--- config.mk ---
export PLATFORM = sky130hd
export DESIGN_NAME = osw_regs
export DESIGN_NICKNAME = d
export VERILOG_FILES = /design/src/rtl/osw_regs.v
export VERILOG_INCLUDE_DIRS = /design/src /design/src/rtl
export SDC_FILE = /design/constraint.sdc
export NUM_CORES = 1
export LEC_CHECK = 0
export BUFFER_PORTS_ARGS = -buffer_cell sky130_fd_sc_hd__buf_2
export CAP_MARGIN = 20
export CORE_MARGIN = 2
export CORE_UTILIZATION = 45
export DETAILED_ROUTE_END_ITERATION = 12
export GPL_TIMING_DRIVEN = 0
export PLACE_DENSITY = 0.75
export SLEW_MARGIN = 25
export SYNTH_ARGS = -nofsm -noshare
export SYNTH_HDL_FRONTEND = slang
export SYNTH_SLANG_ARGS = --single-unit
--- constraint.sdc ---
create_clock -name hclk -period 6.2 [get_ports hclk]
set_input_delay 0.93 -clock hclk [delete_from_list [all_inputs] [get_ports hclk]]
set_output_delay 0.93 -clock hclk [all_outputs]
set_load 0.01 [all_outputs]
--- src/rtl/osw_consts.vh ---
// register indices, field positions, reset values and timing counts for the offset/status bank
`ifndef OSW_CONSTS_VH
`define OSW_CONSTS_VH

// register indices; byte address is four times the index
`define OSW_IDX_CHOFS_FIRST 9'h09e
`define OSW_IDX_CHOFS_LAST  9'h0a5
`define OSW_IDX_SCALE       9'h0a7
`define OSW_IDX_STARTUP     9'h0c0
`define OSW_IDX_PLL         9'h0d1
`define OSW_IDX_IDENT_LO    9'h15c
`define OSW_IDX_IDENT_HI    9'h15d
`define OSW_IDX_CTRL        9'h180
`define OSW_IDX_IRQ_STAT    9'h181
`define OSW_IDX_IRQ_MASK    9'h182

// offset_scale_ctrl
`define OSW_SCALE_RST       8'h47
`define OSW_SCALE_MSB       4
`define OSW_SCALE_LSB       3

// status bit positions
`define OSW_STARTUP_DONE    7
`define OSW_PLL_DONE        5
`define OSW_PLL_VCO_LOW     2
`define OSW_PLL_VCO_HIGH    1

// ctrl register bits
`define OSW_CTRL_PP_EN      0
`define OSW_CTRL_PLL_REQ    1

// interrupt events
`define OSW_EV_STARTUP      0
`define OSW_EV_PLL_DONE     1
`define OSW_EV_VCO_LOW      2
`define OSW_EV_VCO_HIGH     3
`define OSW_EV_BG_CAL       4
`define OSW_EV_W            5

// timing, in sample clock cycles
`define OSW_STARTUP_CYC     134217728
`define OSW_BG_CYC          1073741824
`define OSW_BASE_LAT        2
`define OSW_PP_LAT          2

`endif

--- src/rtl/osw_regs.v ---
// offset-weight, calibration status and identification registers with the offset datapath
// How it works
// - scale bits 4..3 pick offset step 1/4, 1/2, 1 or 2 LSb; reset 00
// - one scale setting applies to every channel offset register 0x9e..0xa5
// - channel offset code is signed, scaled, then added to that channel's output
// - startup status bit 7 reads 0 until power-up calibration ends, then 1
// - startup status bits 6..0 are read-only factory bits, writes ignored
// - pll status bit 5 is 1 once pll calibration completes, else 0
// - pll status bit 2 flags drift out of lock with low vco frequency
// - pll status bit 1 flags drift out of lock with high vco frequency
// - pll status is read-only; factory bits 7..6, 4..3, 0 readable only
// - sixteen-bit part ident read as low byte 0x15c, high byte 0x15d
// - ident registers are read-only and fixed; writes change nothing
// - power-up calibration finishes within 2^27 sample clocks
// - background calibration updates about every 2^30 clocks while converting
// - a new output sample every clock, delayed by pipeline plus output delay
// - enabling post-processing lengthens output latency
//
// The AHB-Lite interface to the registers was left to the implementer.
`include "osw_consts.vh"
`default_nettype none

module osw_regs #(
  parameter        STARTUP_CYC = `OSW_STARTUP_CYC,
  parameter        BG_CYC      = `OSW_BG_CYC,
  parameter        BASE_LAT    = `OSW_BASE_LAT,
  parameter        PP_LAT      = `OSW_PP_LAT,
  parameter [15:0] PART_IDENT  = 16'h5a3c, // arbitrary value
  parameter [7:0]  STARTUP_FTB = 8'h00,
  parameter [7:0]  PLL_FTB     = 8'h00
) (
  // clock, reset, enable
  input  wire        hclk,
  input  wire        hresetn,
  input  wire        ce,
  // ahb-lite slave
  input  wire        hsel,
  input  wire [11:0] haddr,
  input  wire [1:0]  htrans,
  input  wire        hwrite,
  input  wire [2:0]  hsize,
  input  wire        hready,
  input  wire [31:0] hwdata,
  output reg  [31:0] hrdata,
  output reg         hreadyout,
  output reg         hresp,
  // pll status from the analog side, asynchronous
  input  wire        pll_cal_done_in,
  input  wire        vco_low_drift_in,
  input  wire        vco_high_drift_in,
  // converter samples, same clock
  input  wire [15:0] smp_data,
  input  wire [2:0]  smp_chan,
  // corrected output
  output reg  [15:0] out_data,
  output reg  [2:0]  out_chan,
  // control toward the core
  output reg         pll_cal_request,
  output reg         bg_cal_update,
  output reg         irq
);

  localparam TOT_LAT = BASE_LAT + PP_LAT;

  // bus state
  reg        wr_pend_ff;
  reg [8:0]  wr_idx_ff;
  reg        rd_pend_ff;
  reg [8:0]  rd_idx_ff;
  reg [31:0] nxt_rdata;
  wire       addr_ok = hsel & hready & htrans[1];
  wire [8:0] a_idx   = haddr[10:2];

  // registers
  reg [7:0]  scale_ff;
  reg [7:0]  chofs_ff [0:7];
  reg        pp_en_ff;
  reg [4:0]  irq_stat_ff;
  reg [4:0]  irq_mask_ff;
  reg        startup_done_ff;
  reg        pll_done_ff;
  reg        vco_low_ff;
  reg        vco_high_ff;
  reg [29:0] startup_cnt_ff;
  reg [30:0] bg_cnt_ff;

  // synchronisers: stage a feeds stage b only
  reg [2:0]  sync_a_ff;
  reg [2:0]  sync_b_ff;
  reg [2:0]  sync_q_ff;
  wire [2:0] rise = sync_b_ff & ~sync_q_ff;

  // datapath pipeline
  reg [15:0] pipe_d_ff [0:TOT_LAT-1];
  reg [2:0]  pipe_c_ff [0:TOT_LAT-1];
  reg [18:0] sum_ff;
  reg [2:0]  sum_chan_ff;
  reg [18:0] nxt_smp_q;
  reg [17:0] nxt_ofs_q;
  reg [18:0] nxt_sum;
  reg [15:0] nxt_smp_out;
  reg [4:0]  nxt_irq_stat;
  reg        nxt_pll_done;
  reg [29:0] nxt_startup_cnt;
  reg [30:0] nxt_bg_cnt;
  integer    i;
  integer    j;

  wire       wr_now   = wr_pend_ff;
  wire       pll_req  = wr_now && wr_idx_ff == `OSW_IDX_CTRL && hwdata[`OSW_CTRL_PLL_REQ];
  wire       cnt_end  = startup_cnt_ff == STARTUP_CYC - 1;
  wire       bg_end   = bg_cnt_ff == BG_CYC - 1;
  wire [4:0] events;

  assign events[`OSW_EV_STARTUP]  = cnt_end & ~startup_done_ff;
  assign events[`OSW_EV_PLL_DONE] = rise[0];
  assign events[`OSW_EV_VCO_LOW]  = rise[1];
  assign events[`OSW_EV_VCO_HIGH] = rise[2];
  assign events[`OSW_EV_BG_CAL]   = startup_done_ff & bg_end;

  // offset in quarter-LSb units from signed code and scale field
  function [17:0] scaled_ofs;
    input [7:0] code;
    input [1:0] sel;
    reg   [17:0] ext;
    begin
      ext        = {{10{code[7]}}, code};
      scaled_ofs = ext << sel;
    end
  endfunction

  // clamp the sum, its two fraction bits already dropped, to a signed 16-bit sample
  function [15:0] sat16;
    input [17:0] v;
    begin
      if (v[17] && !(&v[16:15]))
        sat16 = 16'h8000;
      else if (!v[17] && (|v[16:15]))
        sat16 = 16'h7fff;
      else
        sat16 = v[15:0];
    end
  endfunction

  // true for the eight channel offset indices
  function is_chofs;
    input [8:0] idx;
    begin
      is_chofs = idx >= `OSW_IDX_CHOFS_FIRST && idx <= `OSW_IDX_CHOFS_LAST;
    end
  endfunction

  // channel number behind a channel offset index
  function [2:0] chofs_sel;
    input [8:0] idx;
    begin
      chofs_sel = idx[2:0] - 3'h6;
    end
  endfunction

  // quarter-lsb sum keeps one spare bit so full scale plus offset cannot wrap
  always @*
  begin
    nxt_smp_q   = {{3{smp_data[15]}}, smp_data} << 2;
    nxt_ofs_q   = scaled_ofs(chofs_ff[smp_chan],
                             scale_ff[`OSW_SCALE_MSB:`OSW_SCALE_LSB]);
    nxt_sum     = nxt_smp_q + {nxt_ofs_q[17], nxt_ofs_q};
    // dropping the two fraction bits rounds toward minus infinity
    nxt_smp_out = sat16({sum_ff[18], sum_ff[18:2]});
  end

  // interrupt status: an event in the cycle of a write-one clear still sets its bit
  always @*
  begin
    nxt_irq_stat = irq_stat_ff | events;
    if (wr_now && wr_idx_ff == `OSW_IDX_IRQ_STAT)
      nxt_irq_stat = (irq_stat_ff & ~hwdata[4:0]) | events;
  end

  // pll done flag: a done edge outranks a request landing in the same cycle
  always @*
  begin
    nxt_pll_done = pll_done_ff;
    if (rise[0])
      nxt_pll_done = 1'b1;
    else if (pll_req)
      nxt_pll_done = 1'b0;
  end

  // startup count stops with its flag; background count waits for that flag
  always @*
  begin
    nxt_startup_cnt = startup_cnt_ff;
    if (!startup_done_ff)
      nxt_startup_cnt = startup_cnt_ff + 30'h1;
    nxt_bg_cnt = bg_cnt_ff;
    if (startup_done_ff)
      nxt_bg_cnt = bg_end ? 31'h0 : bg_cnt_ff + 31'h1;
  end

  // read mux
  always @*
  begin
    nxt_rdata = 32'h0000_0000;
    if (is_chofs(rd_idx_ff))
      nxt_rdata[7:0] = chofs_ff[chofs_sel(rd_idx_ff)];
    else
      case (rd_idx_ff)
        `OSW_IDX_SCALE:
          nxt_rdata[7:0] = scale_ff;
        `OSW_IDX_STARTUP:
          nxt_rdata[7:0] = {startup_done_ff, STARTUP_FTB[6:0]};
        `OSW_IDX_PLL:
          nxt_rdata[7:0] = {PLL_FTB[7:6], pll_done_ff, PLL_FTB[4:3],
                            vco_low_ff, vco_high_ff, PLL_FTB[0]};
        `OSW_IDX_IDENT_LO:
          nxt_rdata[7:0] = PART_IDENT[7:0];
        `OSW_IDX_IDENT_HI:
          nxt_rdata[7:0] = PART_IDENT[15:8];
        `OSW_IDX_CTRL:
          nxt_rdata[`OSW_CTRL_PP_EN] = pp_en_ff;
        `OSW_IDX_IRQ_STAT:
          nxt_rdata[4:0] = irq_stat_ff;
        `OSW_IDX_IRQ_MASK:
          nxt_rdata[4:0] = irq_mask_ff;
        default:
          nxt_rdata = 32'h0000_0000;
      endcase
  end

  // ahb slave: writes take no wait, reads one wait so a write just before is seen
  always @(posedge hclk or negedge hresetn)
  begin
    if (!hresetn)
    begin
      wr_pend_ff <= 1'b0;
      wr_idx_ff  <= 9'h000;
      rd_pend_ff <= 1'b0;
      rd_idx_ff  <= 9'h000;
      hrdata     <= 32'h0000_0000;
      hreadyout  <= 1'b1;
      hresp      <= 1'b0;
    end
    else if (ce)
    begin
      hresp <= 1'b0;
      if (rd_pend_ff)
      begin
        hrdata     <= nxt_rdata;
        hreadyout  <= 1'b1;
        rd_pend_ff <= 1'b0;
        wr_pend_ff <= 1'b0;
      end
      else
      begin
        wr_pend_ff <= addr_ok & hwrite;
        wr_idx_ff  <= a_idx;
        rd_idx_ff  <= a_idx;
        if (addr_ok && !hwrite)
        begin
          rd_pend_ff <= 1'b1;
          hreadyout  <= 1'b0;
        end
      end
    end
  end

  // software registers
  always @(posedge hclk or negedge hresetn)
  begin
    if (!hresetn)
    begin
      scale_ff        <= `OSW_SCALE_RST;
      pp_en_ff        <= 1'b0;
      irq_mask_ff     <= 5'h00;
      irq_stat_ff     <= 5'h00;
      pll_cal_request <= 1'b0;
      irq             <= 1'b0;
      for (i = 0; i < 8; i = i + 1)
        chofs_ff[i] <= 8'h00;
    end
    else if (ce)
    begin
      pll_cal_request <= pll_req;
      if (wr_now)
      begin
        // whole byte stored; factory bits kept by host read-modify-write
        if (wr_idx_ff == `OSW_IDX_SCALE)
          scale_ff <= hwdata[7:0];
        if (is_chofs(wr_idx_ff))
          chofs_ff[chofs_sel(wr_idx_ff)] <= hwdata[7:0];
        if (wr_idx_ff == `OSW_IDX_CTRL)
          pp_en_ff <= hwdata[`OSW_CTRL_PP_EN];
        if (wr_idx_ff == `OSW_IDX_IRQ_MASK)
          irq_mask_ff <= hwdata[4:0];
        // status, pll and ident indices have no write path
      end
      irq_stat_ff <= nxt_irq_stat;
      irq <= |(irq_stat_ff & irq_mask_ff);
    end
  end

  // calibration counters and status flags
  always @(posedge hclk or negedge hresetn)
  begin
    if (!hresetn)
    begin
      startup_cnt_ff  <= 30'h0;
      startup_done_ff <= 1'b0;
      bg_cnt_ff       <= 31'h0;
      bg_cal_update   <= 1'b0;
      pll_done_ff     <= 1'b0;
      vco_low_ff      <= 1'b0;
      vco_high_ff     <= 1'b0;
      sync_a_ff       <= 3'h0;
      sync_b_ff       <= 3'h0;
      sync_q_ff       <= 3'h0;
    end
    else if (ce)
    begin
      sync_a_ff <= {vco_high_drift_in, vco_low_drift_in, pll_cal_done_in};
      sync_b_ff <= sync_a_ff;
      sync_q_ff <= sync_b_ff;
      // sticky: only a power-on reset clears it
      startup_cnt_ff <= nxt_startup_cnt;
      if (!startup_done_ff && cnt_end)
        startup_done_ff <= 1'b1;
      // background period restarts only after the foreground pass
      bg_cal_update <= events[`OSW_EV_BG_CAL];
      bg_cnt_ff     <= nxt_bg_cnt;
      pll_done_ff   <= nxt_pll_done;
      vco_low_ff  <= sync_b_ff[1];
      vco_high_ff <= sync_b_ff[2];
    end
  end

  // offset add, then a tapped delay line; one sample in and out every clock
  always @(posedge hclk or negedge hresetn)
  begin
    if (!hresetn)
    begin
      sum_ff      <= 19'h0;
      sum_chan_ff <= 3'h0;
      out_data    <= 16'h0000;
      out_chan    <= 3'h0;
      for (j = 0; j < TOT_LAT; j = j + 1)
      begin
        pipe_d_ff[j] <= 16'h0000;
        pipe_c_ff[j] <= 3'h0;
      end
    end
    else if (ce)
    begin
      // every channel uses the same scale field
      sum_ff       <= nxt_sum;
      sum_chan_ff  <= smp_chan;
      pipe_d_ff[0] <= nxt_smp_out;
      pipe_c_ff[0] <= sum_chan_ff;
      for (j = 1; j < TOT_LAT; j = j + 1)
      begin
        pipe_d_ff[j] <= pipe_d_ff[j-1];
        pipe_c_ff[j] <= pipe_c_ff[j-1];
      end
      // extra taps when post-processing is on
      out_data <= pp_en_ff ? pipe_d_ff[TOT_LAT-1] : pipe_d_ff[BASE_LAT-1];
      out_chan <= pp_en_ff ? pipe_c_ff[TOT_LAT-1] : pipe_c_ff[BASE_LAT-1];
    end
  end

endmodule

`default_nettype wire

==> results of run 1 <==
[cell families after synthesis]
| family | synth area share |
|---|---|
| flip-flops | 0.506 |
| AND/OR/NAND/NOR | 0.107 |
| multiplexers | 0.207 |
| AO/OA/AOI/OAI | 0.0799 |
| buffers and inverters | 0.0412 |
| XOR/XNOR | 0.0369 |
| adder cells (fa/ha/maj) | 0.0212 |
| other | 0.000259 |
[cell type report]
type	instances	area [sq um]
well taps	402	503
multi-input cells	805	6640
plain buffers	86	458
clock inverters	19	347
fillers	2646	15000
inverters	37	139
repair buffers	76	458
clock buffers	36	793
flip-flops and latches	293	7340
[routing by layer]
layer / track usage / vias up / wire length, um
met5: 0 / - / 32
met4: 0.0736 / 6 / 1210
met3: 0.0303 / 83 / 1660
met2: 0.320 / 290 / 15600
met1: 0.279 / 5010 / 14800
li1: - / 4574 / -
[cell usage in the layout (no fill, tap or decap), types with 5 or more instances in the layout]
master	instances
a22oi_1	5
nor3_1	11
o21ai_0	46
a21oi_1	39
nor2_1	57
nor2b_1	10
and2_1	8
mux2i_1	37
bufinv_16	9
a211oi_1	9
nand3_1	32
mux2_2	164
nand2_1	74
a21o_1	6
nand4_1	27
ha_1	23
mux4_2	32
o31ai_1	7
clkbuf_16	30
dfstp_2	5
o2bb2ai_1	5
dfrtp_1	288
and3_1	15
nor4_1	7
mux2_1	5
a31oi_1	7
inv_1	36
o21a_1	5
buf_2	82
o211ai_1	18
and4_1	12
buf_4	28
xnor2_1	40
buf_1	11
nor3_4	9
conb_1	25
clkbuf_1	37
xor2_1	21
[worst max path at each step]
stage                       end        start  slack, ps  depth (start not counted)
floorplan            sum_ff[10]  smp_chan[0]       2200                         13
finish               sum_ff[18]  smp_chan[1]       1910                         13
detailed placement   sum_ff[10]  smp_chan[1]       1380                         13
global route         sum_ff[18]  smp_chan[1]       1650                         13
CTS                  sum_ff[18]  smp_chan[1]       1950                         13
global placement    chofs_ff[6]      hresetn      -1120                          1
[registers in the layout (all words and copies together), names as in the netlist, 2 cells and up]
signal,count
hrdata,8
sum_ff,17
sync_q_ff,2
pipe_c_ff,12
out_data,16
out_chan,3
bg_cnt_ff,31
scale_ff,8
irq_mask_ff,5
sync_a_ff,3
irq_stat_ff,5
chofs_ff,64
rd_idx_ff,9
startup_cnt_ff,30
sum_chan_ff,3
sync_b_ff,3
pipe_d_ff,64
[power groups by stage]
stage / clock network, mW / logic, mW / registers [mW]
CTS: 2.09 / 0.523 / 2.22
detailed placement: 0 / 0.518 / 2.25
global route: 2.17 / 0.576 / 2.24
floorplan: 0 / 0.336 / 2.23
global placement: 0 / 0.495 / 2.24
finish: 2.06 / 0.517 / 2.22
[per-stage QoR]
step / hold WS, ps / setup slack, ps
finish: 276 / 1910
global route: 294 / 1650
CTS: 276 / 1950
detailed placement: 454 / 1380
global placement: 450 / -1120
floorplan: 434 / 2200
==> results.json, run 1 <==
{
  "status": "complete, no violations",
  "clkTransAtPathRegs_ps": 60,
  "ys_warn_count": 0,
  "vdd_ir_drop_max_mv": 0.195,
  "grt_max_degree": 96,
  "critPathCaptureType": "register",
  "cp_slowest_cell": "buf_1",
  "drive_gt1_frac": 0.286,
  "clock_power_share": 0.430,
  "gp_congestion": 0.879,
  "io_buffers": 73,
  "initial_core_util": 0.458,
  "crit_chain": "clkbuf_2 > buf_1 > mux4_2 > mux2i_1 > mux2_2 > o21ai_0 > ha_1 > fa_1 > a211oi_1 > o211ai_1 > o2111ai_1 > a21oi_1 > o41ai_1",
  "switching_power_mw": 1.18,
  "grt_pass1_vias": 10001,
  "cellPowerDensity_nw_per_um2": 288,
  "ys_types": 67,
  "relSlewSlack": 0.373,
  "arrival_ps": 4710,
  "rsz0062_at_grt": "no",
  "overflow": 0,
  "post_cts_buffers": 0,
  "setup_viol": 0,
  "power_frac_seq": 0.462,
  "p_sw_frac": 0.245,
  "die_y_um": 183,
  "hold_viol": 0,
  "yosysMostFrequentCell": "dfrtp_1",
  "drt_iter0_drc": 782,
  "p_leak_nw": 7.62,
  "dp_hpwl_um": 23300,
  "synthCells": 1197,
  "cts-resized-gates": 0,
  "synth_common_cells": "dfrtp_1 (288), mux2_2 (164), nand2_1 (74), nor2_1 (57), o21ai_0 (46)",
  "worstReg2RegStart": "chofs_ff[2]",
  "critPathLaunchType": "primary input",
  "numCtsBuffers": 30,
  "dr.pass1.iters": 6,
  "cp_num_buf_inv": 2,
  "synth_seq_cells": 293,
  "clk_path_buf_depth": 3,
  "internal_power_mw": 3.62,
  "antenna_cells": 0,
  "final_area_sq_um": 16700,
  "clock_latency_ps": 570,
  "syn_avg_cell_area_sq_um": 12.1,
  "vias_per_cell": 5.68,
  "cap_viol_max_count": 0,
  "async_flop_share": 1.00,
  "synthToLayoutAreaGrowth_pct": 15.1,
  "worstPathMaxFanout": 10,
  "period_share": 0.691,
  "yosysSeqAreaShare": 0.506,
  "hold_class": "primary input to async pin",
  "power_mw": 4.80,
  "hold_buffers": 0,
  "drtAntennaViolNets": 0,
  "reg2reg_to": "sum_ff[18]",
  "drv_slew": 0,
  "grt_antenna_before_repair": 3,
  "synth_edf_count": 0,
  "slowest_delay_ps": 540,
  "die_w_um": 183,
  "dieArea_sq_um": 33600,
  "finalSetupTns_ps": 0,
  "synth_top_area_frac": 0.497,
  "cts-root-buf": "clkbuf_16",
  "ioPinCount": 133,
  "nNetsFinal": 1430,
  "grt_pass1_wl_um": 53900,
  "num_rows": 65,
  "num_vias": 9963,
  "layoutNonFillerInstCount": 1754,
  "cp_data_required_time_ps": 6630,
  "ys_top_cells_by_area": "dfrtp_1 (50%), mux2_2 (13%), mux4_2 (5.0%)",
  "placed_cell_area_sq_um": 15500,
  "cts_tree": "yes",
  "crit_family": "compound AO/OA/AOI/OAI gates",
  "cts.sinks": 293,
  "synth_area_sq_um": 14500,
  "ys.flop_type": "dfrtp_1",
  "period_minus_slack_ps": 4290,
  "core_sq_um": 31600,
  "worst_slew_pin_slew_ps": 932,
  "crit_type": "primary input to register",
  "post-synth-top-area-cell": "dfrtp_1",
  "final_util": 0.527,
  "grt_usage": 0.200,
  "wl_per_cell_um": 19.0,
  "drt_wl_total_um": 33300,
  "fmax_ghz": 0.233,
  "r2r_setup_slack_ps": 2560,
  "finClkSkew_ps": 31.9,
  "dp_cells": 1699,
  "route.detailed.drc": 0,
  "htreeDepth": 1,
  "p_comb_frac": 0.108,
  "r2r_cells": 11
}
Power figures use the tool's default switching activity.
==> inputs of run 2 (changes only) <==
- PLACE_DENSITY: 0.75 -> 0.78
- clock period: 6.2 -> 3.47 ns (I/O delays scaled with it)
==> run 2 against run 1 <==
  * Wire length decreased by 1.0%
  * Setup slack got worse by 1700 ps
  * Non-clock buffer count unchanged
  * Combinational power increased by 80%
  * Critical path type unchanged
  * Clock skew decreased by 6.9 ps
  * Sequential share of layout area increased by 0.35 points
  * Worst hold slack got worse by 110 ps
  * Critical path depth unchanged
==> results.json, run 2 (synthesis results as in run 1) <==
{
  "worstPathMaxFanout": 10,
  "regArea_sq_um": 7340,
  "grt_pass1_vias": 9951,
  "clkTransAtPathRegs_ps": 70,
  "num_rows": 65,
  "ioPinCount": 133,
  "p_leak_nw": 7.55,
  "hold_viol": 0,
  "htreeDepth": 1,
  "layoutNonFillerInstCount": 1753,
  "finalSetupTns_ps": 0,
  "critPathCaptureType": "register",
  "final_common_cell": "dfrtp_1",
  "hold_class": "primary input to register",
  "top_regs": "chofs_ff x64, pipe_d_ff x64, bg_cnt_ff x31",
  "grt_antenna_before_repair": 0,
  "drv_slew": 0,
  "period_minus_slack_ps": 3300,
  "nNetsFinal": 1430,
  "vdd_ir_drop_max_mv": 0.385,
  "io_buffers": 73,
  "period_share": 0.950,
  "vias_per_cell": 5.67,
  "whs_ps": 168,
  "finClkSkew_ps": 25.0,
  "layout_common_cells": "dfrtp_1 (288), mux2_2 (164), buf_2 (82)",
  "grt_pass1_wl_um": 53500,
  "relSlewSlack": 0.350,
  "dp_hpwl_um": 23200,
  "dp_cells": 1699,
  "p_sw_frac": 0.253,
  "cts_tree": "yes",
  "num_vias": 9942,
  "worst_slew_pin_slew_ps": 966,
  "drive_gt1_frac": 0.283,
  "p_comb_frac": 0.115,
  "switching_power_mw": 2.04,
  "core_sq_um": 31600,
  "arrival_ps": 3740,
  "status": "complete, no violations",
  "die_y_um": 183,
  "antenna_cells": 0,
  "clock_latency_ps": 560,
  "crit_type": "primary input to register",
  "wl_per_cell_um": 18.8,
  "internal_power_mw": 6.05,
  "setup_viol": 0,
  "cts.sinks": 293,
  "power_frac_seq": 0.491,
  "drt_iter0_drc": 681,
  "cap_viol_max_count": 0,
  "gp_congestion": 0.883,
  "dp_slack_ps": -615,
  "clock_power_share": 0.394,
  "cts-root-buf": "clkbuf_16",
  "initial_core_util": 0.458,
  "fmax_ghz": 0.303,
  "cellPowerDensity_nw_per_um2": 489,
  "die_w_um": 183,
  "overflow": 0,
  "drt_wl_total_um": 32900,
  "multi_input_area_sq_um": 6660,
  "critPathLaunchType": "primary input",
  "drtAntennaViolNets": 0,
  "setup_ws_ps": 173,
  "cp_data_required_time_ps": 3910,
  "clk_path_buf_depth": 3,
  "synthToLayoutAreaGrowth_pct": 14.2,
  "power_mw": 8.09,
  "grt_usage": 0.199,
  "dr.pass1.iters": 6,
  "numCtsBuffers": 30,
  "dieArea_sq_um": 33600,
  "route.detailed.drc": 0,
  "rsz0062_at_grt": "yes",
  "grt_max_degree": 97,
  "fillCellCount": 2602
}
## run 2: cell types whose count changed in the layout (fill, tap and decap cells not counted), sizes merged
cell and change:
bufinv -7, clkbuf +11, clkinv -3, clkinvlp -2
dlygate4sd3 +1, inv -1
## run 2: timing repair
item | in CTS | in global routing
setup buffers | 0 | 0
hold buffers | 1 | 0
hold endpoints to repair | 36 | 0
endpoints found under the setup margin | 2 | 6
resized for setup | 1 | 5
## run 2: worst max-delay path, cell delays in order
cell	delay, ps
clkbuf_2	220
buf_2	330
mux4_2	360
mux2i_2	220
mux2_2	210
o21ai_0	80
ha_1	240
fa_1	430
a211oi_2	300
o211ai_1	220
o2111ai_1	200
a21oi_1	140
o41ai_1	250
## run 2: final timing paths
path                               start  slack, ps       endpoint  depth (start not counted)
max                          smp_chan[1]        170     sum_ff[18]                         13
min                             haddr[3]        170   rd_idx_ff[1]                          3
max reg2reg                 chofs_ff[34]        170     sum_ff[18]                         11
min reg2reg                bg_cnt_ff[16]        460  bg_cnt_ff[16]                          1
max in group asynchronous        hresetn       1450      hreadyout                          5
min in group asynchronous        hresetn        440    out_data[2]                          2
## run 2: area by class of cell
type                            count  area share
Buffer                             85      0.0281
Inverter                           37     0.00839
Multi-Input combinational cell    805       0.403
Clock buffer                       48      0.0531
Sequential cell                   293       0.443
Timing Repair Buffer               77      0.0283
Clock inverter                      6     0.00567
Tap cell                          402      0.0304
## run 2: metrics by stage
stage	area (sq um)	utilization
finish	16500	0.523
global route	16500	0.523
CTS	16500	0.523
detailed placement	15600	0.492
global placement	15500	0.489
floorplan	14600	-
## run 2: power by group through the flow
stage          registers (mW)  clock network (mW)  logic (mW)
2_1_floorplan            3.98                   0       0.601
3_3_place_gp             4.01                   0       0.883
3_5_place_dp             4.03                   0       0.924
4_1_cts                  3.97                3.23       0.940
5_1_grt                  4.02                3.38        1.04
6_report                 3.97                3.19       0.932
## run 2: per-layer routing
layer / GRT usage / share of wire
met3: 0.0254 / 0.045
met2: 0.329 / 0.48
met4: 0.0688 / 0.029
met1: 0.272 / 0.44
met5: 0 / 0
